### config.mk
export PLATFORM = sky130hd
export DESIGN_NAME = cix_exec
export DESIGN_NICKNAME = d
export VERILOG_FILES = /design/src/design/cix_pkg.sv /design/src/design/cix_alu_if.sv /design/src/design/cix_alu.sv /design/src/design/cix_exec.sv
export SDC_FILE = /design/constraint.sdc
export NUM_CORES = 1
export LEC_CHECK = 0
export ABC_AREA = 1
export BUFFER_PORTS_ARGS = -buffer_cell sky130_fd_sc_hd__buf_4
export CAP_MARGIN = 15
export CORE_MARGIN = 4
export CORE_UTILIZATION = 57
export DETAILED_ROUTE_END_ITERATION = 16
export GPL_ROUTABILITY_DRIVEN = 0
export PLACE_DENSITY_LB_ADDON = 0.25
export SYNTH_ARGS = -nofsm -noshare
export SYNTH_HDL_FRONTEND = slang
export SYNTH_SLANG_ARGS = --single-unit
### constraint.sdc
create_clock -name sys_clk_in -period 3.1 [get_ports sys_clk_in]
set_clock_uncertainty 0.2 [all_clocks]
set_input_delay 0.31 -clock sys_clk_in [delete_from_list [all_inputs] [get_ports sys_clk_in]]
set_output_delay 0.31 -clock sys_clk_in [all_outputs]
set_load 0.005 [all_outputs]
### src/design/cix_pkg.sv
// shared constants and types for the instruction timing and xor-accumulator block
package cix_pkg;
  // instruction classes presented by the fetch stage
  typedef enum logic [3:0] {
    CIX_OP_XOR_WITH_ACCUMULATOR   = 4'h0,
    CIX_OP_ANDA   = 4'h1,
    CIX_OP_ORA    = 4'h2,
    CIX_OP_ADDA   = 4'h3,
    CIX_OP_SUBA   = 4'h4,
    CIX_OP_SHIFT  = 4'h5,
    CIX_OP_MOVEM  = 4'h6,
    CIX_OP_RET    = 4'h7,
    CIX_OP_JBIT   = 4'h8,
    CIX_OP_NOP    = 4'h9
  } cix_op_t;

  // execution states, one-hot
  typedef enum logic [3:0] {
    CIX_ST_IDLE = 4'b0001,
    CIX_ST_EXEC = 4'b0010,
    CIX_ST_MEM  = 4'b0100,
    CIX_ST_DONE = 4'b1000
  } cix_state_t;

  // t-state counts
  localparam logic [2:0] CIX_T_REG = 3'h2;
  localparam logic [2:0] CIX_T_IDX = 3'h3;
  localparam logic [2:0] CIX_T_RD4 = 3'h4;
  localparam logic [2:0] CIX_T_JF = 3'h2;
  localparam logic [2:0] CIX_T_JT = 3'h3;

  // flag field positions in the flag vector {n,z,c,v}
  localparam int CIX_F_N = 3;
  localparam int CIX_F_Z = 2;
  localparam int CIX_F_C = 1;
  localparam int CIX_F_V = 0;
  localparam logic [3:0] CIX_FLAGS_RST = 4'h0;
  localparam logic [7:0] CIX_BYTE_RST = 8'h00;
endpackage

### src/design/cix_alu_if.sv
// carrier between the sequencer and the alu leaf
`timescale 1ns/1ps
interface cix_alu_if;
  logic [3:0] op;
  logic [7:0] a;
  logic [7:0] b;
  logic [3:0] flags_old;
  logic [7:0] result;
  logic [3:0] flags_new;
  modport seq (output op, output a, output b, output flags_old,
               input result, input flags_new);
  modport alu (input op, input a, input b, input flags_old,
               output result, output flags_new);
endinterface

### src/design/cix_alu.sv
// combinational alu for accumulator-based operations
`timescale 1ns/1ps
module cix_alu (
  cix_alu_if.alu bus
);
  logic [8:0] sum;
  logic [7:0] res;
  logic c_new;
  logic v_new;
  logic logic_op;

  always_comb begin
    sum = 9'h000;
    res = 8'h00;
    c_new = bus.flags_old[cix_pkg::CIX_F_C];
    v_new = bus.flags_old[cix_pkg::CIX_F_V];
    logic_op = 1'b0;
    unique case (bus.op)
      cix_pkg::CIX_OP_XOR_WITH_ACCUMULATOR: begin
        res = bus.a ^ bus.b;
        logic_op = 1'b1;
      end
      cix_pkg::CIX_OP_ANDA: begin
        res = bus.a & bus.b;
        logic_op = 1'b1;
      end
      cix_pkg::CIX_OP_ORA: begin
        res = bus.a | bus.b;
        logic_op = 1'b1;
      end
      cix_pkg::CIX_OP_ADDA: begin
        sum = {1'b0, bus.a} + {1'b0, bus.b};
        res = sum[7:0];
        c_new = sum[8];
        v_new = (bus.a[7] == bus.b[7]) && (res[7] != bus.a[7]);
      end
      cix_pkg::CIX_OP_SUBA: begin
        sum = {1'b0, bus.a} - {1'b0, bus.b};
        res = sum[7:0];
        c_new = sum[8];
        v_new = (bus.a[7] != bus.b[7]) && (res[7] != bus.a[7]);
      end
      default: begin
        res = bus.a;
      end
    endcase
    bus.result = res;
    // logic ops leave carry and overflow alone
    bus.flags_new = {res[7], (res == 8'h00), c_new, v_new};
    if (logic_op) begin
      bus.flags_new[cix_pkg::CIX_F_C] = bus.flags_old[cix_pkg::CIX_F_C];
      bus.flags_new[cix_pkg::CIX_F_V] = bus.flags_old[cix_pkg::CIX_F_V];
    end
  end
endmodule

### src/design/cix_exec.sv
// instruction execution sequencer with t-state timing and flag handling
`timescale 1ns/1ps
module cix_exec (
  // clock and reset
  input wire logic sys_clk_in,
  input wire logic rst_n_in,
  // instruction from fetch
  input wire logic issue_in,
  input wire logic [3:0] op_in,
  input wire logic to_mem_in,
  input wire logic [7:0] source_register_in,
  input wire logic restore_flags_option_in,
  input wire logic cond_true_in,
  input wire logic [3:0] stack_flags_in,
  // register state
  input wire logic bank_sel_in,
  input wire logic [7:0] acc0_in,
  input wire logic [7:0] acc1_in,
  input wire logic four_tstate_read_in,
  input wire logic [7:0] mem_rdata_in,
  // results
  output logic busy_out,
  output logic done_out,
  output logic [7:0] result_out,
  output logic reg_we_out,
  output logic mem_we_out,
  output logic mem_re_out,
  output logic jump_out,
  output logic [3:0] flags_out
);
  cix_alu_if alu_bus ();
  cix_alu u_alu (
    .bus(alu_bus)
  );

  ////////////////////////////////////////////////////////////////////
  cix_pkg::cix_state_t state;
  cix_pkg::cix_state_t next_state;
  logic [2:0] tcount;
  logic [2:0] tlen;
  logic [3:0] op;
  logic to_mem;
  logic rflag;
  logic taken;
  logic [7:0] src;
  logic [7:0] acc;
  logic [3:0] stack_flags;

  // decoded length, used at issue
  function automatic logic [2:0] cix_len(input logic [3:0] o, input logic m,
                                         input logic r4, input logic ct);
    logic [2:0] l;
    l = cix_pkg::CIX_T_REG;
    if (o == cix_pkg::CIX_OP_MOVEM) begin
      l = r4 ? cix_pkg::CIX_T_RD4 : cix_pkg::CIX_T_IDX;
    end else if (o == cix_pkg::CIX_OP_JBIT) begin
      l = ct ? cix_pkg::CIX_T_JT : cix_pkg::CIX_T_JF;
    end else if (m) begin
      l = cix_pkg::CIX_T_IDX;
    end
    return l;
  endfunction

  function automatic logic is_alu(input logic [3:0] o);
    return (o <= cix_pkg::CIX_OP_SUBA) || (o == cix_pkg::CIX_OP_SHIFT);
  endfunction

  ////////////////////////////////////////////////////////////////////
  always_comb begin
    next_state = state;
    unique case (state)
      cix_pkg::CIX_ST_IDLE: if (issue_in) next_state = cix_pkg::CIX_ST_EXEC;
      cix_pkg::CIX_ST_EXEC: if (tcount + 3'h2 >= tlen) begin
        next_state = cix_pkg::CIX_ST_DONE;
      end else begin
        next_state = cix_pkg::CIX_ST_MEM;
      end
      cix_pkg::CIX_ST_MEM: if (tcount + 3'h2 >= tlen) next_state = cix_pkg::CIX_ST_DONE;
      cix_pkg::CIX_ST_DONE: next_state = cix_pkg::CIX_ST_IDLE;
      default: next_state = cix_pkg::CIX_ST_IDLE;
    endcase
  end

  always_ff @(posedge sys_clk_in or negedge rst_n_in) begin
    if (!rst_n_in) begin
      state <= cix_pkg::CIX_ST_IDLE;
    end else begin
      state <= next_state;
    end
  end

  // t-state counter, cycle of issue is t1
  always_ff @(posedge sys_clk_in or negedge rst_n_in) begin
    if (!rst_n_in) begin
      tcount <= 3'h0;
    end else if (state == cix_pkg::CIX_ST_IDLE) begin
      tcount <= 3'h0;
    end else begin
      tcount <= tcount + 3'h1;
    end
  end

  // latch instruction at issue
  always_ff @(posedge sys_clk_in or negedge rst_n_in) begin
    if (!rst_n_in) begin
      op <= cix_pkg::CIX_OP_NOP;
      to_mem <= 1'b0;
      rflag <= 1'b0;
      taken <= 1'b0;
      src <= cix_pkg::CIX_BYTE_RST;
      acc <= cix_pkg::CIX_BYTE_RST;
      stack_flags <= cix_pkg::CIX_FLAGS_RST;
      tlen <= cix_pkg::CIX_T_REG;
    end else if (state == cix_pkg::CIX_ST_IDLE && issue_in) begin
      op <= op_in;
      to_mem <= to_mem_in;
      rflag <= restore_flags_option_in;
      taken <= cond_true_in;
      src <= source_register_in;
      acc <= bank_sel_in ? acc1_in : acc0_in;
      stack_flags <= stack_flags_in;
      tlen <= cix_len(op_in, to_mem_in, four_tstate_read_in, cond_true_in);
    end
  end

  assign alu_bus.op = op;
  assign alu_bus.a = src;
  assign alu_bus.b = acc;
  assign alu_bus.flags_old = flags_out;

  ////////////////////////////////////////////////////////////////////
  logic finishing;
  assign finishing = (next_state == cix_pkg::CIX_ST_DONE) && (state != cix_pkg::CIX_ST_DONE);

  always_ff @(posedge sys_clk_in or negedge rst_n_in) begin
    if (!rst_n_in) begin
      busy_out <= 1'b0;
      done_out <= 1'b0;
      result_out <= cix_pkg::CIX_BYTE_RST;
      reg_we_out <= 1'b0;
      mem_we_out <= 1'b0;
      mem_re_out <= 1'b0;
      jump_out <= 1'b0;
    end else begin
      busy_out <= (next_state != cix_pkg::CIX_ST_IDLE);
      done_out <= finishing;
      reg_we_out <= finishing && ((is_alu(op) && !to_mem) || op == cix_pkg::CIX_OP_MOVEM);
      mem_we_out <= finishing && is_alu(op) && to_mem;
      jump_out <= finishing && op == cix_pkg::CIX_OP_JBIT && taken;
      // reads only: indexed writes and taken jumps also pass the mem state
      mem_re_out <= (op == cix_pkg::CIX_OP_MOVEM) &&
                    ((next_state == cix_pkg::CIX_ST_MEM) || finishing);
      if (finishing) begin
        result_out <= (op == cix_pkg::CIX_OP_MOVEM) ? mem_rdata_in : alu_bus.result;
      end
    end
  end

  // flags
  always_ff @(posedge sys_clk_in or negedge rst_n_in) begin
    if (!rst_n_in) begin
      flags_out <= cix_pkg::CIX_FLAGS_RST;
    end else if (finishing) begin
      if (op == cix_pkg::CIX_OP_RET) begin
        if (rflag) flags_out <= stack_flags;
      end else if (is_alu(op)) begin
        flags_out <= alu_bus.flags_new;
      end
    end
  end

  ////////////////////////////////////////////////////////////////////
  // measure issue-to-done length
  logic [2:0] seen_len;
  always_ff @(posedge sys_clk_in or negedge rst_n_in) begin
    if (!rst_n_in) begin
      seen_len <= 3'h0;
    end else if (state == cix_pkg::CIX_ST_IDLE) begin
      seen_len <= issue_in ? 3'h1 : 3'h0;
    end else if (!done_out) begin
      seen_len <= seen_len + 3'h1;
    end
  end
endmodule

After elaboration in Yosys (flattened, before gate mapping)

Cells that the tools add are included.

Bits in registers: 55
Input port bits: 48
Output and inout bits: 18
Logic and storage cells: 93

Add/sub/neg operators: 4
Magnitude comparators: 2
Equality and inequality tests: 23
Muxes and demuxes: 20
Bitwise gates (word level): 3
Reductions and logical operators: 22

Operators with widths:

| operator           | number |
|---|---|
| $pmux 8 s5         | 1 |
| $eq 4x3->1 const B | 7 |
| $mux 4             | 6 |
| $mux 8             | 2 |
| $eq 4x2->1 const B | 3 |
| $eq 4x4->1 const B | 3 |
| $pmux 4 s3         | 1 |
| $logic_and 1x1->1  | 11 |
| $add 8x8->9        | 1 |
| $mux 3             | 3 |
| $sub 8x8->9        | 1 |
| $and 8x8->8        | 1 |
| $eq 4x1->1 const B | 2 |
| $logic_not 8->1    | 1 |
| $or 8x8->8         | 1 |
| $xor 8x8->8        | 1 |
| $reduce_and 5->1   | 1 |
| $le 4x3->1 const B | 1 |
| $logic_not 4->1    | 1 |
| $mux 1             | 4 |
| $ne 2x2->1 const B | 2 |
| $ne 4x1->1 const B | 1 |
| $ne 4x4->1 const B | 1 |
| $pmux 1 s2         | 2 |
| other kinds (12)   | 16 |

Depth between registers and ports, before layout

Word-level depth: 8
Depth in mapped cells: 16

Cells and area by module

From an unflattened synthesis, not the netlist that was laid out.

Cell total of the unflattened synthesis: 563
Area, all modules: 4,011.3 µm²

By module, submodules not included:

| module   | times used | cells an instance | area an instance (µm²) | seq. area each (µm²) |
|---|---|---|---|---|
| cix_exec | 1          | 305               | 2,611.3                | 1,381.3 |
| cix_alu  | 1          | 258               | 1,400.1                | 0.0 |

Worst setup path after synthesis

Ideal clock, no wire load.

Path type: register -> register
From: register acc[0]
To: register flags_out[2]
Library setup time: 73 ps
Data arrival time: 1,852 ps
Data required time: 2,827 ps
Path slack: 975 ps
Stages on the path, launching flop included: 15
Path buffers: 0
Clock period less this slack: 2,125 ps
Path through: dfrtp_1 > ha_1 > inv_1 > fa_1 > o21ai_2 > nand3_1 > nand2_1 > nand2_1 > nand3_1 > nand2_1 > inv_1 > nand2_1 > nor2_1 > nand3_2 > a21oi_2

Cells in the longest elaborated chain, start to end: 5
Elaborated cells between the ends (all ways): 9
Those cells by class: add/sub: 2; mux: 3; bitwise: 3; reduce/logical: 1

Ends and longest elaborated chain:

| element                                   | RTL line        | RTL |
|---|---|---|
| from (decl)                               | cix_exec.sv:46  | `logic [7:0] acc;` |
| from (signal assigned)                    | cix_exec.sv:111 | `acc <= cix_pkg::CIX_BYTE_RST;` |
| from (signal assigned)                    | cix_exec.sv:120 | `acc <= bank_sel_in ? acc1_in : acc0_in;` |
| $sub 8x8->9, or another cell as far along | cix_alu.sv:38   | `sum = {1'b0, bus.a} - {1'b0, bus.b};` |
| $pmux 8 s5 (*)                            | cix_alu.sv:18   | `unique case (bus.op)` |
| $logic_not 8->1 (*)                       | cix_alu.sv:49   | `bus.flags_new = {res[7], (res == 8'h00), c_new, v_new};` |
| $mux 4 (*)                                | cix_exec.sv:166 | `end else if (is_alu(op)) begin` |
| $mux 4 (*)                                | cix_exec.sv:164 | `if (op == cix_pkg::CIX_OP_RET) begin` |
| to (signal assigned)                      | cix_exec.sv:162 | `flags_out <= cix_pkg::CIX_FLAGS_RST;` |
| to (signal assigned)                      | cix_exec.sv:165 | `if (rflag) flags_out <= stack_flags;` |
| to (signal assigned)                      | cix_exec.sv:167 | `flags_out <= alu_bus.flags_new;` |
| to (decl)                                 | cix_exec.sv:29  | `output logic [3:0] flags_out` |

Mark *: on every way between the ends. The rest lies on a longest branch, timed or not. The select of a mux whose other input is x is not followed.
A chain may end at the register's enable or synchronous reset.

Worst setup path in the final report

From: register tcount[2]
To: register result_out[7]

Cells in the longest elaborated chain, start to end: 6
Elaborated cells between the ends (all ways): 7
Those cells by class: add/sub: 1; order compare: 1; eq/ne: 1; mux: 3; reduce/logical: 1

Ends and longest elaborated chain:

| element                          | RTL line                       | RTL |
|---|---|---|
| from (decl)                      | cix_exec.sv:39                 | `logic [2:0] tcount;` |
| from (signal assigned)           | cix_exec.sv:99                 | `tcount <= tcount + 3'h1;` |
| $add 3x2->3 (*)                  | cix_exec.sv:73, cix_exec.sv:78 |  |
| $ge 3x3->1 (*)                   | cix_exec.sv:73, cix_exec.sv:78 |  |
| $mux 4, on equally long branches | cix_exec.sv:78, cix_exec.sv:73 |  |
| $pmux 4 s3 (*)                   | cix_exec.sv:71                 | `unique case (state)` |
| named net next_state[3]          | cix_exec.sv:38                 | `cix_pkg::cix_state_t next_state;` |
| $eq 4x4->1 (*)                   | cix_exec.sv:133                | `assign finishing = (next_state == cix_pkg::CIX_ST_DONE) && (state != cix_pkg::CIX_ST_DONE);` |
| $logic_and 1x1->1 (*)            | cix_exec.sv:133                |  |
| to (signal assigned)             | cix_exec.sv:139                | `result_out <= cix_pkg::CIX_BYTE_RST;` |
| to (signal assigned)             | cix_exec.sv:154                | `result_out <= (op == cix_pkg::CIX_OP_MOVEM) ? mem_rdata_in : alu_bus.result;` |
| to (decl)                        | cix_exec.sv:24                 | `output logic [7:0] result_out,` |

The timed path passes the listed nets; every way through them passes the cells marked *.

==> summary.txt <==
Outcome
  • Outcome: completed

Floorplanning
  • CORE AREA: about 6400 µm²
  • Die ar.: slightly below 8000 µm²
  • Die Ht: 89.1 µm
  • I/O Pins: between 60 and 70
  • Row count: 29
  • Starting density of the core: about three fifths
  • Die Wd: roughly 89 µm

Timing
  • Unrepaired setup endpoints after global routing: no
  • Fmax: 403 MHz
  • Final hold vios: 0
  • Period utilization: 80.1%
  • Total negative slack: 0 ns
  • Setup-failing EPs final: 0
  • Slew @ Worst Pin: around 0.68 ns
  • Final min period: between 2 and 2.5 ns
  • Slew HR: between 50% and 60%
  • Slew Viols, Final: 0

Power and ir drop
  • Tot Pwr: approximately 4.8 mW
  • Power per standard cell area: approximately 1100 nW/µm²
  • P_leak: approximately 2.4 nW
  • VDD IR max: about 580 µV

Critical path
  • FF-to-FF Start: tcount[2]
  • Maximum fanout along the worst path: 15
  • Crit path buffers/inverters: 1
  • Worst R2R End: result_out[7]
  • Crit-path cells: xor2_1 -> ha_1 -> a21oi_1 -> o211ai_1 -> nand2_1 -> clkinv_1 -> o21ai_0 -> o21ai_1
  • Crit path launch: tcount[2]
  • Crit end category: register
  • Register-to-Register Path Depth: 8
  • Critical Path Start Type: register
  • Critical path class: register to register
  • Flop2flop setup slack: roughly 0.62 ns
  • Worst EP required: about 3.1 ns
  • Slowest CP cell: dfrtp_1
  • CP top delay family: compound AO/OA/AOI/OAI gates
  • Delay of the slowest critical-path stage: around 0.42 ns
  • Worst EP arrival: roughly 2.5 ns

Placed design
  • Port bufs: between 60 and 70
  • DP HPWL: ~6700 µm

Logic synthesis
  • Largest area contributor in the netlist: dfrtp_1
  • Top cells by area, synth: dfrtp_1, nand2_1, ha_1
  • Post-synthesis register bit count: 55
  • Yosys top cell area share: 34.0%
  • Cell variety after synth: between 40 and 50
  • Mapped Area: approximately 3800 µm²
  • Syn_nets: just under 600
  • Syn Inst Count: 505
  • Avg Cell Area, Syn: around 7.4 µm²
  • Synth warn: 0
  • Sequential area share after synthesis: ~37%

Route
  • Vias per Instance: ~5.4
  • Drt first-iter violations: ~220
  • Via count: ~3,500
  • Mean routed wirelength per cell: 13.8 µm
  • TritonRoute pass-1 iters: 5
  • Post-route ant nets: 0
  • Remaining DRCs: 0
  • DRT Wirelength: 8970 µm

Global route
  • GRT Resource Usage Total: approximately a quarter
  • Remaining Overflow, GRT: 0
  • Global-route wire length before repair: about 15,000 µm
  • Vias in the first global route: ~3,400
  • Largest net degree at the start of global routing: 56
  • Initial antenna violation count: 0

Clocking
  • TritonCTS clock tree: yes
  • Clock latency on the worst-skew pair: 0.31 ns
  • Maximum clock insertion buffer count: 2
  • H-tree Lvls: 2
  • Reg clk slew, reported paths: 0.10 ns
  • Root buffer cell: clkbuf_8
  • CTS Sinks: 55
  • Num CTS Buffers: 5

Worst hold path
  • Min-delay src: source_register_in[0]
  • Path category of the worst min-delay check: primary input to register
  • Hold endpoint: alu_bus.a[0]
  • Hold depth: 3

Final layout
  • ANT cells: 0
  • Share of layout cells above drive strength 1: 19.7%
  • Commonest cells after routing, fill and taps aside: nand2_1, inv_1, buf_4, dfrtp_1, nor2_1
  • Layout Nets: between 600 and 700
  • Area grow syn2layout: 18.7%
  • Commonest non-fill, non-tap cell in the layout: nand2_1

Run
  • Max Cap Viol: 0
## what timing repair did
item / CTS / global route
endpoints found under the hold margin: 58 / 0
buffers inserted: 0 / 0
resized for setup: 0 / 0
hold buffers: 8 / 0
## state kept, by name, summed over array words and instances (netlist names), 3 cells and up
register	count
acc	8
alu_bus.a	8
alu_bus.op	4
flags_out	4
result_out	8
stack_flags	4
state	4
tcount	3
tlen	3
## final cells by class
type                            count  area, µm²
Clock buffer                        7       86.3
Clock inverter                      1       8.76
Fill cell                         532       1930
Inverter                           77        289
Multi-Input combinational cell    361       2020
Sequential cell                    55       1380
Tap cell                           77       96.3
Timing Repair Buffer               74        576
## worst max path at each step
stage / end / cells past startpoint
CTS: result_out[7] / 8
global route: result_out[3] / 8
global placement: flags_out[2] / 13
detailed placement: result_out[7] / 8
floorplan: flags_out[2] / 14
finish: result_out[7] / 8
## layer usage
| metal | up-vias | routed length [µm] | global-route usage (%) | share of wire, % |
|---|---|---|---|---|
| met5 | - | 0 | 0 | 0 |
| met1 | 1623 | 3920 | 31.0 | 44 |
| li1 | 1741 | - | - | - |
| met4 | 0 | 189 | 8.66 | 2.1 |
| met2 | 154 | 4160 | 40.6 | 46 |
| met3 | 21 | 704 | 3.32 | 7.9 |
## worst min-delay path: stages
cell     delay [ns]
buf_4          0.08
nand2_1        0.04
o21ai_0        0.06
## stage by stage
stage	hold slack (ns)	area, µm²	setup slack (ns)	util [%]	instances
6_report	0.00842	4460	0.617	69.8	652
5_1_grt	0.0181	4460	0.412	69.8	652
4_1_cts	0.00252	4460	0.653	69.8	652
3_5_place_dp	0.198	4280	0.673	67.0	636
3_3_place_gp	0.187	4280	0.744	67.0	636
2_1_floorplan	-0.186	3750	0.975	-	505
## cell families (layout without fill, tap and decap cells)
group	Yosys count	count (layout)	share of synthesized area [%]
xor+xnor	5	5	1.17
buf+inv	89	159	9.40
compound gates	82	82	12.6
flops	55	55	36.8
fa+ha+maj	30	30	10.4
simple gates	244	244	29.6
## synth_stat cells (all sizes together)
| cell | n |
|---|---|
| nor3 | 2 |
| o22ai | 2 |
| xor2 | 3 |
| dfstp | 4 |
| clkinv | 2 |
| ha | 28 |
| nand3b | 6 |
| nand3 | 36 |
| dfrtp | 51 |
| a31oi | 1 |
| o21a | 1 |
| o21ai | 39 |
| xnor2 | 2 |
| o211ai | 9 |
| and2 | 1 |
| inv | 75 |
| or2 | 2 |
| nand4 | 4 |
| nor4 | 3 |
| buf | 8 |
| clkbuf | 4 |
| a21oi | 28 |
| nand2 | 139 |
| fa | 2 |
| o31ai | 2 |
| nor2 | 51 |
## power breakdown
group,internal (mW),total (mW),switching (mW)
Clock,0.184,0.412,0.229
Combinational,1.12,3.09,1.98
Sequential,1.05,1.30,0.246
Total,2.35,4.81,2.45
No activity file was read; power rests on OpenSTA's default activity.
